### src/dcr_defines.vh
// Offsets, bit positions, reset values and timing constants of the line control register bank.
`ifndef DCR_DEFINES_VH
`define DCR_DEFINES_VH

`define DCR_ADDR_W 8
`define DCR_OFS_CTRL1 8'h01
`define DCR_OFS_CTRL2 8'h02
`define DCR_OFS_RSVD3 8'h03
`define DCR_OFS_RSVD4 8'h04
`define DCR_OFS_HOOK 8'h05

`define DCR_BIT_SOFT_RESET 7
`define DCR_BIT_BARRIER_LOOP 1
`define DCR_BIT_LINE_ECHO 3
`define DCR_BIT_HYBRID 1
`define DCR_BIT_RX_ON 0
`define DCR_BIT_RING_NEG 6
`define DCR_BIT_RING_POS 5
`define DCR_BIT_CID_LISTEN 3
`define DCR_BIT_RING_IND 2
`define DCR_BIT_SEIZE 0

`define DCR_RST_CTRL1 8'h00
`define DCR_RST_CTRL2 8'h00
`define DCR_RST_HOOK 8'h00

`define DCR_CLK_MHZ 100
`define DCR_RING_HOLD_MS 4500
`define DCR_RING_HOLD_CYC (`DCR_RING_HOLD_MS * 1000 * `DCR_CLK_MHZ)
`define DCR_HOOK_HOLDOFF_CYC 16

`endif

### src/dcr_regs.v
// Control and status registers one to five of the line interface: test loops, paths, ring and hook.
//
// Summary of operation
// - Writing one to control one bit 7 resets all registers; bit self-clears.
// - Control one bit 1 enables sample loopback across the isolation barrier.
// - Control two bit 3 selects external analog loopback toward the line.
// - Control two bit 1 connects the hybrid into the transmit path.
// - Control two bit 0 enables the receive path.
// - Register five bit 6 reads one while a negative ring is present.
// - Register five bit 5 reads one while a positive ring is present.
// - Register five bit 3 enables low-power on-hook monitoring for caller identification.
// - Ring indication bit 2 sets on ring; clears after hold time or off-hook.
// - Off-hook request is bit 0 ORed with the off-hook pin when gated.
// - With mode set, on-hook skips the hold-off counter; immediate return allowed.
// - Clearing the hybrid bit selects the internal analog loopback test.
`include "dcr_defines.vh"

module dcr_regs #(
   parameter RING_HOLD_CYC = `DCR_RING_HOLD_CYC,
   parameter HOOK_HOLDOFF_CYC = `DCR_HOOK_HOLDOFF_CYC
) (
   input wire clk_i,
   input wire rst_b_i,
   input wire wr_en_i,
   input wire rd_en_i,
   input wire [`DCR_ADDR_W-1:0] addr_i,
   input wire [7:0] wdata_i,
   output reg [7:0] rdata_o,
   input wire ring_pos_i,
   input wire ring_neg_i,
   input wire offhook_pin_i,
   input wire offhook_pin_gate_i,
   input wire mode_i,
   output reg barrier_loop_test_o,
   output reg line_echo_test_o,
   output reg hybrid_connect_o,
   output reg internal_loop_test_o,
   output reg receive_path_on_o,
   output reg caller_id_listen_o,
   output reg line_seize_o
);
   reg barrier_loop_ff;
   reg line_echo_ff;
   reg hybrid_ff;
   reg rx_on_ff;
   reg cid_listen_ff;
   reg seize_bit_ff;
   reg ring_neg_ff;
   reg ring_pos_ff;
   reg ring_ind_ff;
   reg [31:0] ring_cnt_ff;
   reg [15:0] holdoff_cnt_ff;
   reg seize_req_ff;
   reg [7:0] nxt_rdata;
   reg nxt_seize;
   wire [2:0] pins_sync;
   wire ring_pos_s;
   wire ring_neg_s;
   wire hook_pin_s;
   wire soft_reset;
   wire seize_req;

   // Reset images of the registers, kept as bytes so each field is picked by position, not shifted and truncated.
   localparam [7:0] RST_CTRL1 = `DCR_RST_CTRL1;
   localparam [7:0] RST_CTRL2 = `DCR_RST_CTRL2;
   localparam [7:0] RST_HOOK = `DCR_RST_HOOK;

   // Ring detectors and the hook pin come from outside the clock domain.
   dcr_sync #(.WIDTH(3)) u_sync (
      .clk_i(clk_i),
      .rst_b_i(rst_b_i),
      .async_i({offhook_pin_i, ring_neg_i, ring_pos_i}),
      .sync_o(pins_sync)
   );
   assign ring_pos_s = pins_sync[0];
   assign ring_neg_s = pins_sync[1];
   assign hook_pin_s = pins_sync[2];

   // The reset bit is never stored, so it always reads back as zero.
   assign soft_reset = wr_en_i && (addr_i == `DCR_OFS_CTRL1) && wdata_i[`DCR_BIT_SOFT_RESET];

   // Writable control bits; a soft reset takes precedence over any other update.
   always @(posedge clk_i or negedge rst_b_i) begin
      if (!rst_b_i) begin
         barrier_loop_ff <= RST_CTRL1[`DCR_BIT_BARRIER_LOOP];
         line_echo_ff <= RST_CTRL2[`DCR_BIT_LINE_ECHO];
         hybrid_ff <= RST_CTRL2[`DCR_BIT_HYBRID];
         rx_on_ff <= RST_CTRL2[`DCR_BIT_RX_ON];
         cid_listen_ff <= RST_HOOK[`DCR_BIT_CID_LISTEN];
         seize_bit_ff <= RST_HOOK[`DCR_BIT_SEIZE];
      end else if (soft_reset) begin
         barrier_loop_ff <= RST_CTRL1[`DCR_BIT_BARRIER_LOOP];
         line_echo_ff <= RST_CTRL2[`DCR_BIT_LINE_ECHO];
         hybrid_ff <= RST_CTRL2[`DCR_BIT_HYBRID];
         rx_on_ff <= RST_CTRL2[`DCR_BIT_RX_ON];
         cid_listen_ff <= RST_HOOK[`DCR_BIT_CID_LISTEN];
         seize_bit_ff <= RST_HOOK[`DCR_BIT_SEIZE];
      end else if (wr_en_i) begin
         case (addr_i)
            `DCR_OFS_CTRL1: begin
               barrier_loop_ff <= wdata_i[`DCR_BIT_BARRIER_LOOP];
            end
            `DCR_OFS_CTRL2: begin
               line_echo_ff <= wdata_i[`DCR_BIT_LINE_ECHO];
               hybrid_ff <= wdata_i[`DCR_BIT_HYBRID];
               rx_on_ff <= wdata_i[`DCR_BIT_RX_ON];
            end
            `DCR_OFS_HOOK: begin
               // Only the writable bits are taken; ring bits in the data are dropped.
               cid_listen_ff <= wdata_i[`DCR_BIT_CID_LISTEN];
               seize_bit_ff <= wdata_i[`DCR_BIT_SEIZE];
            end
            default: begin
               barrier_loop_ff <= barrier_loop_ff;
            end
         endcase
      end
   end

   // Effective off-hook request: register bit ORed with the gated pin.
   assign seize_req = seize_bit_ff | (hook_pin_s & offhook_pin_gate_i);

   // Hold-off counter after going on-hook; skipped when mode is set.
   always @(posedge clk_i or negedge rst_b_i) begin
      if (!rst_b_i) begin
         seize_req_ff <= 1'b0;
         holdoff_cnt_ff <= 16'h0000;
      end else begin
         seize_req_ff <= seize_req;
         if (soft_reset) begin
            holdoff_cnt_ff <= 16'h0000;
         end else if (seize_req_ff && !seize_req && !mode_i) begin
            holdoff_cnt_ff <= HOOK_HOLDOFF_CYC[15:0];
         end else if (seize_req_ff && !seize_req && mode_i) begin
            holdoff_cnt_ff <= 16'h0000;
         end else if (holdoff_cnt_ff != 16'h0000) begin
            holdoff_cnt_ff <= holdoff_cnt_ff - 16'h0001;
         end
      end
   end

   // A new seize waits out the hold-off; releasing the line is always immediate.
   always @* begin
      nxt_seize = seize_req && (line_seize_o || holdoff_cnt_ff == 16'h0000);
   end

   // Ring flags follow the synchronised detectors; ring indication holds after the last positive ring.
   always @(posedge clk_i or negedge rst_b_i) begin
      if (!rst_b_i) begin
         ring_neg_ff <= 1'b0;
         ring_pos_ff <= 1'b0;
         ring_ind_ff <= 1'b0;
         ring_cnt_ff <= 32'h00000000;
      end else begin
         ring_neg_ff <= ring_neg_s;
         ring_pos_ff <= ring_pos_s;
         if (soft_reset || line_seize_o) begin
            ring_ind_ff <= 1'b0;
            ring_cnt_ff <= 32'h00000000;
         end else if (ring_pos_s || ring_neg_s) begin
            ring_ind_ff <= 1'b1;
            if (ring_pos_s) begin
               ring_cnt_ff <= RING_HOLD_CYC[31:0];
            end
         end else if (ring_cnt_ff > 32'h00000001) begin
            ring_cnt_ff <= ring_cnt_ff - 32'h00000001;
         end else begin
            // The hold is loaded by positive rings only and does not count down while a negative ring is present.
            ring_cnt_ff <= 32'h00000000;
            ring_ind_ff <= 1'b0;
         end
      end
   end

   // Read multiplexer; reserved bits and unmapped addresses read zero.
   always @* begin
      nxt_rdata = 8'h00;
      case (addr_i)
         `DCR_OFS_CTRL1: begin
            nxt_rdata[`DCR_BIT_BARRIER_LOOP] = barrier_loop_ff;
         end
         `DCR_OFS_CTRL2: begin
            nxt_rdata[`DCR_BIT_LINE_ECHO] = line_echo_ff;
            nxt_rdata[`DCR_BIT_HYBRID] = hybrid_ff;
            nxt_rdata[`DCR_BIT_RX_ON] = rx_on_ff;
         end
         `DCR_OFS_HOOK: begin
            nxt_rdata[`DCR_BIT_RING_NEG] = ring_neg_ff;
            nxt_rdata[`DCR_BIT_RING_POS] = ring_pos_ff;
            nxt_rdata[`DCR_BIT_CID_LISTEN] = cid_listen_ff;
            nxt_rdata[`DCR_BIT_RING_IND] = ring_ind_ff;
            nxt_rdata[`DCR_BIT_SEIZE] = seize_bit_ff;
         end
         default: begin
            nxt_rdata = 8'h00;
         end
      endcase
   end

   // All outputs are registered; rdata_o loads from the read multiplexer only on a read.
   always @(posedge clk_i or negedge rst_b_i) begin
      if (!rst_b_i) begin
         rdata_o <= 8'h00;
         barrier_loop_test_o <= 1'b0;
         line_echo_test_o <= 1'b0;
         hybrid_connect_o <= 1'b0;
         internal_loop_test_o <= 1'b0;
         receive_path_on_o <= 1'b0;
         caller_id_listen_o <= 1'b0;
         line_seize_o <= 1'b0;
      end else begin
         if (rd_en_i) begin
            rdata_o <= nxt_rdata;
         end
         barrier_loop_test_o <= barrier_loop_ff;
         line_echo_test_o <= line_echo_ff;
         hybrid_connect_o <= hybrid_ff;
         internal_loop_test_o <= ~hybrid_ff;
         receive_path_on_o <= rx_on_ff;
         caller_id_listen_o <= cid_listen_ff;
         line_seize_o <= nxt_seize & ~soft_reset;
      end
   end
endmodule

### src/dcr_sync.v
// Two flip-flop synchroniser for a group of asynchronous level inputs.
module dcr_sync #(
   parameter WIDTH = 1
) (
   input wire clk_i,
   input wire rst_b_i,
   input wire [WIDTH-1:0] async_i,
   output wire [WIDTH-1:0] sync_o
);
   reg [WIDTH-1:0] meta_ff;
   reg [WIDTH-1:0] sync_ff;

   // The first stage feeds only the second stage to contain metastability.
   always @(posedge clk_i or negedge rst_b_i) begin
      if (!rst_b_i) begin
         meta_ff <= {WIDTH{1'b0}};
         sync_ff <= {WIDTH{1'b0}};
      end else begin
         meta_ff <= async_i;
         sync_ff <= meta_ff;
      end
   end

   assign sync_o = sync_ff;
endmodule

### config.mk
export PLATFORM = sky130hd
export DESIGN_NAME = dcr_regs
export DESIGN_NICKNAME = d
export VERILOG_FILES = /design/src/dcr_regs.v /design/src/dcr_sync.v
export VERILOG_INCLUDE_DIRS = /design/src
export SDC_FILE = /design/constraint.sdc
export NUM_CORES = 1
export LEC_CHECK = 0
export ABC_AREA = 1
export ABC_CLOCK_PERIOD_IN_PS = 4300
export BUFFER_PORTS_ARGS = -buffer_cell sky130_fd_sc_hd__buf_4
export CAP_MARGIN = 10
export CORE_ASPECT_RATIO = 0.8
export CORE_UTILIZATION = 60
export CTS_CLUSTER_DIAMETER = 120
export DETAILED_ROUTE_END_ITERATION = 6
export MAX_ROUTING_LAYER = met4
export PLACE_DENSITY_LB_ADDON = 0.08
export SLEW_MARGIN = 30
export SYNTH_ARGS = -nofsm -noshare
export SYNTH_HDL_FRONTEND = slang
export SYNTH_HIERARCHICAL = 1
export SYNTH_SLANG_ARGS = --single-unit
### constraint.sdc
create_clock -name clk_i -period 4.3 [get_ports clk_i]
set_input_delay 0.215 -clock clk_i [delete_from_list [all_inputs] [get_ports clk_i]]
set_output_delay 0.215 -clock clk_i [all_outputs]
set_load 0.02 [all_outputs]
## Yosys cells after proc, flatten, opt, wreduce, memory -nomap -nowiden

Index checks and enable logic that the tools add are counted.

- Flip-flop bits (word level): 77
- Latch bits: 0
- Bits in writable memories: 0
- Memory bits (read-only): 0
- Bits of input ports: 25
- Output and inout port bits: 15
- Word-level logic and storage cells: 90
- Memories kept: 0

- Add/subtract/negate cells: 2
- Multiply operators: 0
- Divide/modulo/power cells: 0
- Magnitude comparators: 1
- Equality and inequality tests: 5
- Shift-type cells: 0
- Muxes and demuxes: 34
- Bitwise operators: 5
- Reductions and logical operators: 21

Operators by type and width:

| kind | number |
|---|---|
| $mux W32 | 4 |
| $mux W16 | 4 |
| $gt A32 B1 Y1 const B | 1 |
| $sub A32 B1 Y32 const B | 1 |
| $mux W1 | 22 |
| $logic_not A16 Y1 | 1 |
| $reduce_bool A16 Y1 | 1 |
| $sub A16 B1 Y16 const B | 1 |
| $eq A8 B1 Y1 const B | 1 |
| $eq A8 B2 Y1 const B | 1 |
| $eq A8 B3 Y1 const B | 1 |
| $reduce_bool A2 Y1 | 4 |
| $logic_and A1 B1 Y1 | 6 |
| $pmux W1 S2 | 3 |
| $reduce_and A2 Y1 | 3 |
| $reduce_bool A4 Y1 | 1 |
| $logic_or A1 B1 Y1 | 3 |
| $ne A3 B2 Y1 const B | 1 |
| $ne A3 B3 Y1 const B | 1 |
| $and A1 B1 Y1 | 2 |
| $logic_not A1 Y1 | 2 |
| $mux W2 | 1 |
| $not A1 Y1 | 2 |
| $or A1 B1 Y1 | 1 |

## Logic depth before layout (Yosys ltp)

- Depth after elaboration: 8
- Gate-level depth with buffers: 12

## Hierarchy

Netlist, hierarchy kept.

Modules (own cells, without submodules):

| module | times used | cells each | area each (µm²) |
|---|---|---|---|
| dcr_regs | 1 | 586 | 4342.9 |
| dcr_sync | 1 | 6 | 150.1 |

## Least setup slack after synthesis

Ideal clock, no wire load.

- Path type: register to register
- From: register ring_cnt_ff[0]
- To: register ring_cnt_ff[28]
- Library setup time: 0.117 ns
- Arrival: 1.468 ns
- Required time: 4.183 ns
- Setup slack: 2.715 ns
- Stages on the path, launching flop included: 13
- Buffers on the path: 1
- Clock period less this slack: 1.585 ns
- Path through: dfrtp_1 inv_1 ha_1 nand2_4 nor2_8 nand2_2 nand2_2 nand2_2 buf_6 nand3_1 nand2_1 nand2_1 nand2_1

- Word-level cells in the longest chain between the ends: 4

Ends and longest elaborated chain:

| item | line | RTL |
|---|---|---|
| start, declared | dcr_regs.v:51 | `reg [31:0] ring_cnt_ff;` |
| start signal, assigned | dcr_regs.v:163 | `ring_cnt_ff <= RING_HOLD_CYC[31:0];` |
| start signal, assigned | dcr_regs.v:166 | `ring_cnt_ff <= ring_cnt_ff - 32'h00000001;` |
| $sub A32 B1 Y32 or $gt A32 B1 Y1 (tied branches) | dcr_regs.v:166, dcr_regs.v:165 |  |
| $mux W32 (*) | dcr_regs.v:165 | `end else if (ring_cnt_ff > 32'h00000001) begin` |
| $mux W32 (*) | dcr_regs.v:160 | `end else if (ring_pos_s \|\| ring_neg_s) begin` |
| $mux W32 (*) | dcr_regs.v:157 | `if (soft_reset \|\| line_seize_o) begin` |

Mark *: on every way between the ends. The rest lies on a longest branch, timed or not.
A chain may end at the register's enable or synchronous reset.

## Final worst setup path

- From: register seize_bit_ff
- To: register holdoff_cnt_ff[2]

- Word-level cells in the longest chain between the ends: 7

Ends and longest elaborated chain:

| item | line | RTL |
|---|---|---|
| start, declared | dcr_regs.v:47 | `reg seize_bit_ff;` |
| start signal, assigned | dcr_regs.v:90 | `` seize_bit_ff <= RST_HOOK[`DCR_BIT_SEIZE]; `` |
| start signal, assigned | dcr_regs.v:97 | `` seize_bit_ff <= RST_HOOK[`DCR_BIT_SEIZE]; `` |
| start signal, assigned | dcr_regs.v:111 | `` seize_bit_ff <= wdata_i[`DCR_BIT_SEIZE]; `` |
| $or A1 B1 Y1 (*) | dcr_regs.v:121 | `assign seize_req = seize_bit_ff \| (hook_pin_s & offhook_pin_gate_i);` |
| net seize_req | dcr_regs.v:61 | `wire seize_req;` |
| $logic_not A1 Y1 (*) | dcr_regs.v:132, dcr_regs.v:134 |  |
| $logic_and A1 B1 Y1 (*) | dcr_regs.v:132, dcr_regs.v:134 |  |
| $logic_and A1 B1 Y1 | dcr_regs.v:134 | `end else if (seize_req_ff && !seize_req && mode_i) begin` |
| $mux W16 | dcr_regs.v:134 |  |
| $mux W16 | dcr_regs.v:132 | `end else if (seize_req_ff && !seize_req && !mode_i) begin` |
| $mux W16 | dcr_regs.v:130 | `if (soft_reset) begin` |
| end signal, assigned | dcr_regs.v:133 | `holdoff_cnt_ff <= HOOK_HOLDOFF_CYC[15:0];` |
| end signal, assigned | dcr_regs.v:137 | `holdoff_cnt_ff <= holdoff_cnt_ff - 16'h0001;` |
| end, declared | dcr_regs.v:52 | `reg [15:0] holdoff_cnt_ff;` |

Mark *: on every way through the listed nets, which the timed path passes. The rest lies on a longest branch.

==> metrics.yaml <==
setup_path:
  critPathTopFamily: "simple AND/OR/NAND/NOR gates"
  crit_buf_inv: 3
  rr_endpoint: "holdoff_cnt_ff[2]$_DFFE_PN0P_"
  cp.arrival_ns: 2.19
  reg2reg_depth: 9
  cp-startpoint: "seize_bit_ff$_DFFE_PN0P_"
  slowest_delay_ns: 0.53
  slowest_stage: "nor2_2"
  critPathMaxFanout: 11
  reg2reg_slack_ns: 2.35
  crit_type: "reg2reg"
  crit_path_cell_trace: "inv_2 > nand2_4 > nor2_4 > inv_2 > or2_1 > nand2_2 > nor2_2 > or2_1 > inv_1"
  required_ns: 4.55
  endpoint_kind: "flip-flop"
  endpoint: "holdoff_cnt_ff[2]$_DFFE_PN0P_"
  reg2reg_from: "seize_bit_ff$_DFFE_PN0P_"
  worst_setup_path_start_kind: "flip-flop"
  crit_cells: 9
synthesis:
  yosysMostFrequentCell: "nand2_1"
  avgSynthCellArea_um2: 7.59
  synthTopCellsByArea: "dfrtp_1, nand2_1, nor2_1"
  synth_top_area_cell: "dfrtp_1"
  ys_ff_latch: 77
  synth_cells: 592
  synth_top_area_share: 0.429
  synth_commonest_cells: "nand2_1, nor2_1, dfrtp_1"
  syn-cell-area_um2: 4490
  ys_seq_area_frac: 0.429
  synth-warning-count: 6
  synthArstFlopShare: 1.00
  synth_cell_types: 38
  synth-main-ff-cell: "dfrtp_1"
  synth-edff-count: 0
cells_and_area:
  fin_area_um2: 5000
  nNetsFinal: 659
  multi_input_area_um2: 2270
  area_growth_pct: 11.4
  layout-drive-gt1-share: 0.159
  fillCellCount: 579
  diodes: 0
  seq_area_um2: 1930
floorplan:
  die_x_um: 98.8
  die_h_um: 79.4
  io_pins: 40
  start_util: 0.636
  die_area_um2: 7840
  coreArea_um2: 7060
  rows: 27
run:
  max_cap_violations: 0
power_and_ir_drop:
  p_leak_nw: 2.47
  ir_drop_uv: 250
  p_per_area_nw_per_um2: 434
sta:
  finalHoldViolCount: 0
  rsz0062_at_grt: "false"
  period_share: 0.453
  worst_pin_slew_ns: 0.959
  finalSetupTns_ns: 0
  skew_ns: 0.00875
  setup_viol: 0
  report.final.slew_viol_count: 0
  fmax_mhz: 514
  finalCriticalPeriod_ns: 1.95
  max-slew-margin-rel: 0.358
clock_tree:
  cts_max_level: 3
  post_cts.repair.setup_buffers: 0
  cts_buffers: 9
  cts_tree: "yes"
  cts_resized: 0
  ctsHoldBuffers: 3
  cts_buffer_depth: 2
  clkSlewWorstSetupHoldPaths_ns: 0.09
  cts_sinks: 77
  clkLatencyLatePin_ns: 0.35
  clockRootBuffer: "clkbuf_8"
run_status:
  outcome: "complete, no violations"
global_routing:
  antenna_found_initial: 0
  grt_pass1_vias: 3721
  grt_max_degree: 78
  grt_use_total: 0.293
  overflow: 0
  grt_pass1_wl_mm: 17.4
detailed_routing:
  antenna_left: 0
  num_vias: 3962
  route.detailed.drc: 0
  first_pass_iters: 5
  vias_per_cell: 5.49
  dr.first_iter.drc_count: 270
  wl_per_cell_um: 14.0
  routed_wl_mm: 10.1
place:
  hpwl_mm: 7.17
  place.gp.congestion: 0.980
  port_buffers: 33
  placed_cell_area_um2: 4760
hold_path:
  hp-start: "rd_en_i"
  hold_class: "in2reg"
worst min path at each step:
stage	end	slack [ns]	cells past startpoint
6_report	rdata_o[3]$_DFFE_PN0P_	0.11	2
5_1_grt	seize_req_ff$_DFF_PN0_	0.10	3
4_1_cts	holdoff_cnt_ff[0]$_DFFE_PN0P_	0.05	1
3_5_place_dp	u_sync/meta_ff[1]$_DFF_PN0_	0.33	1
3_3_place_gp	u_sync/meta_ff[0]$_DFF_PN0_	0.33	1
2_1_floorplan	barrier_loop_ff$_DFFE_PN0P_	-0.08	0
cells in the final DEF, fill, tap and decap left out, types with 3 or more instances in the layout:
cell type and n:
o21ai_0 13, nand3_1 49, nand4_1 11, dfrtp_1 77
o21bai_1 3, inv_1 46, nor2_4 6, inv_2 5
clkbuf_8 9, nor3_2 8, o21ai_1 13, xnor2_1 6
dlygate4sd3_1 4, nor2_1 90, xor2_1 18, nand2_2 10
nand2_1 173, buf_4 33, o22ai_1 5, a21oi_1 3
nor3_1 6, nor2_2 12, nand2_4 4, ha_1 4
cells by family after synthesis:
group	after synthesis	synth area share
AO/OA/AOI/OAI	43	0.0557
XOR/XNOR	24	0.0468
adder cells (fa/ha/maj)	4	0.0111
buffers and inverters	65	0.0679
flip-flops	77	0.429
other	1	0.000835
AND/OR/NAND/NOR	378	0.389
metrics by stage:
step                      total power (W)  worst slack [ns]  std cells  hold WS [ns]   util
after floorplan                   0.00145              2.72        593       -0.0806      -
after global placement            0.00159              2.42        702         0.326  0.674
after detailed placement          0.00161              2.38        702         0.326  0.674
after CTS                         0.00217              2.36        721        0.0513  0.707
after global routing              0.00231              2.22        722         0.104  0.709
final                             0.00217              2.35        722         0.112  0.709
registers in the layout, summed over array words and instances, names as in the netlist, 3 cells and up:
signal / count
holdoff_cnt_ff: 16
rdata_o: 6
ring_cnt_ff: 32
u_sync/sync_o: 3
u_sync/meta_ff: 3
power by group:
group | total, W | switching [W] | leakage (nW) | internal [W]
clock network | 0.000558 | 0.000285 | 0.0931 | 0.000272
logic | 0.000689 | 0.000439 | 1.41 | 0.000250
registers | 0.000925 | 0.000101 | 0.966 | 0.000824
layer usage:
layer,up-vias,GRT usage,routed length [µm]
li1,1950,-,-
met1,1848,0.434,5110
met2,155,0.419,4200
met3,9,0.0455,710
met4,0,0.0776,99
met5,-,-,0
layout make-up:
cell class                      count  share of cell area
Clock inverter                      6              0.0142
Multi-Input combinational cell    451               0.453
Timing Repair Buffer               38              0.0598
Sequential cell                    77               0.385
Inverter                           53              0.0408
Clock buffer                       10              0.0255
Tap cell                           87              0.0217
(Power assumes the default switching activity.)
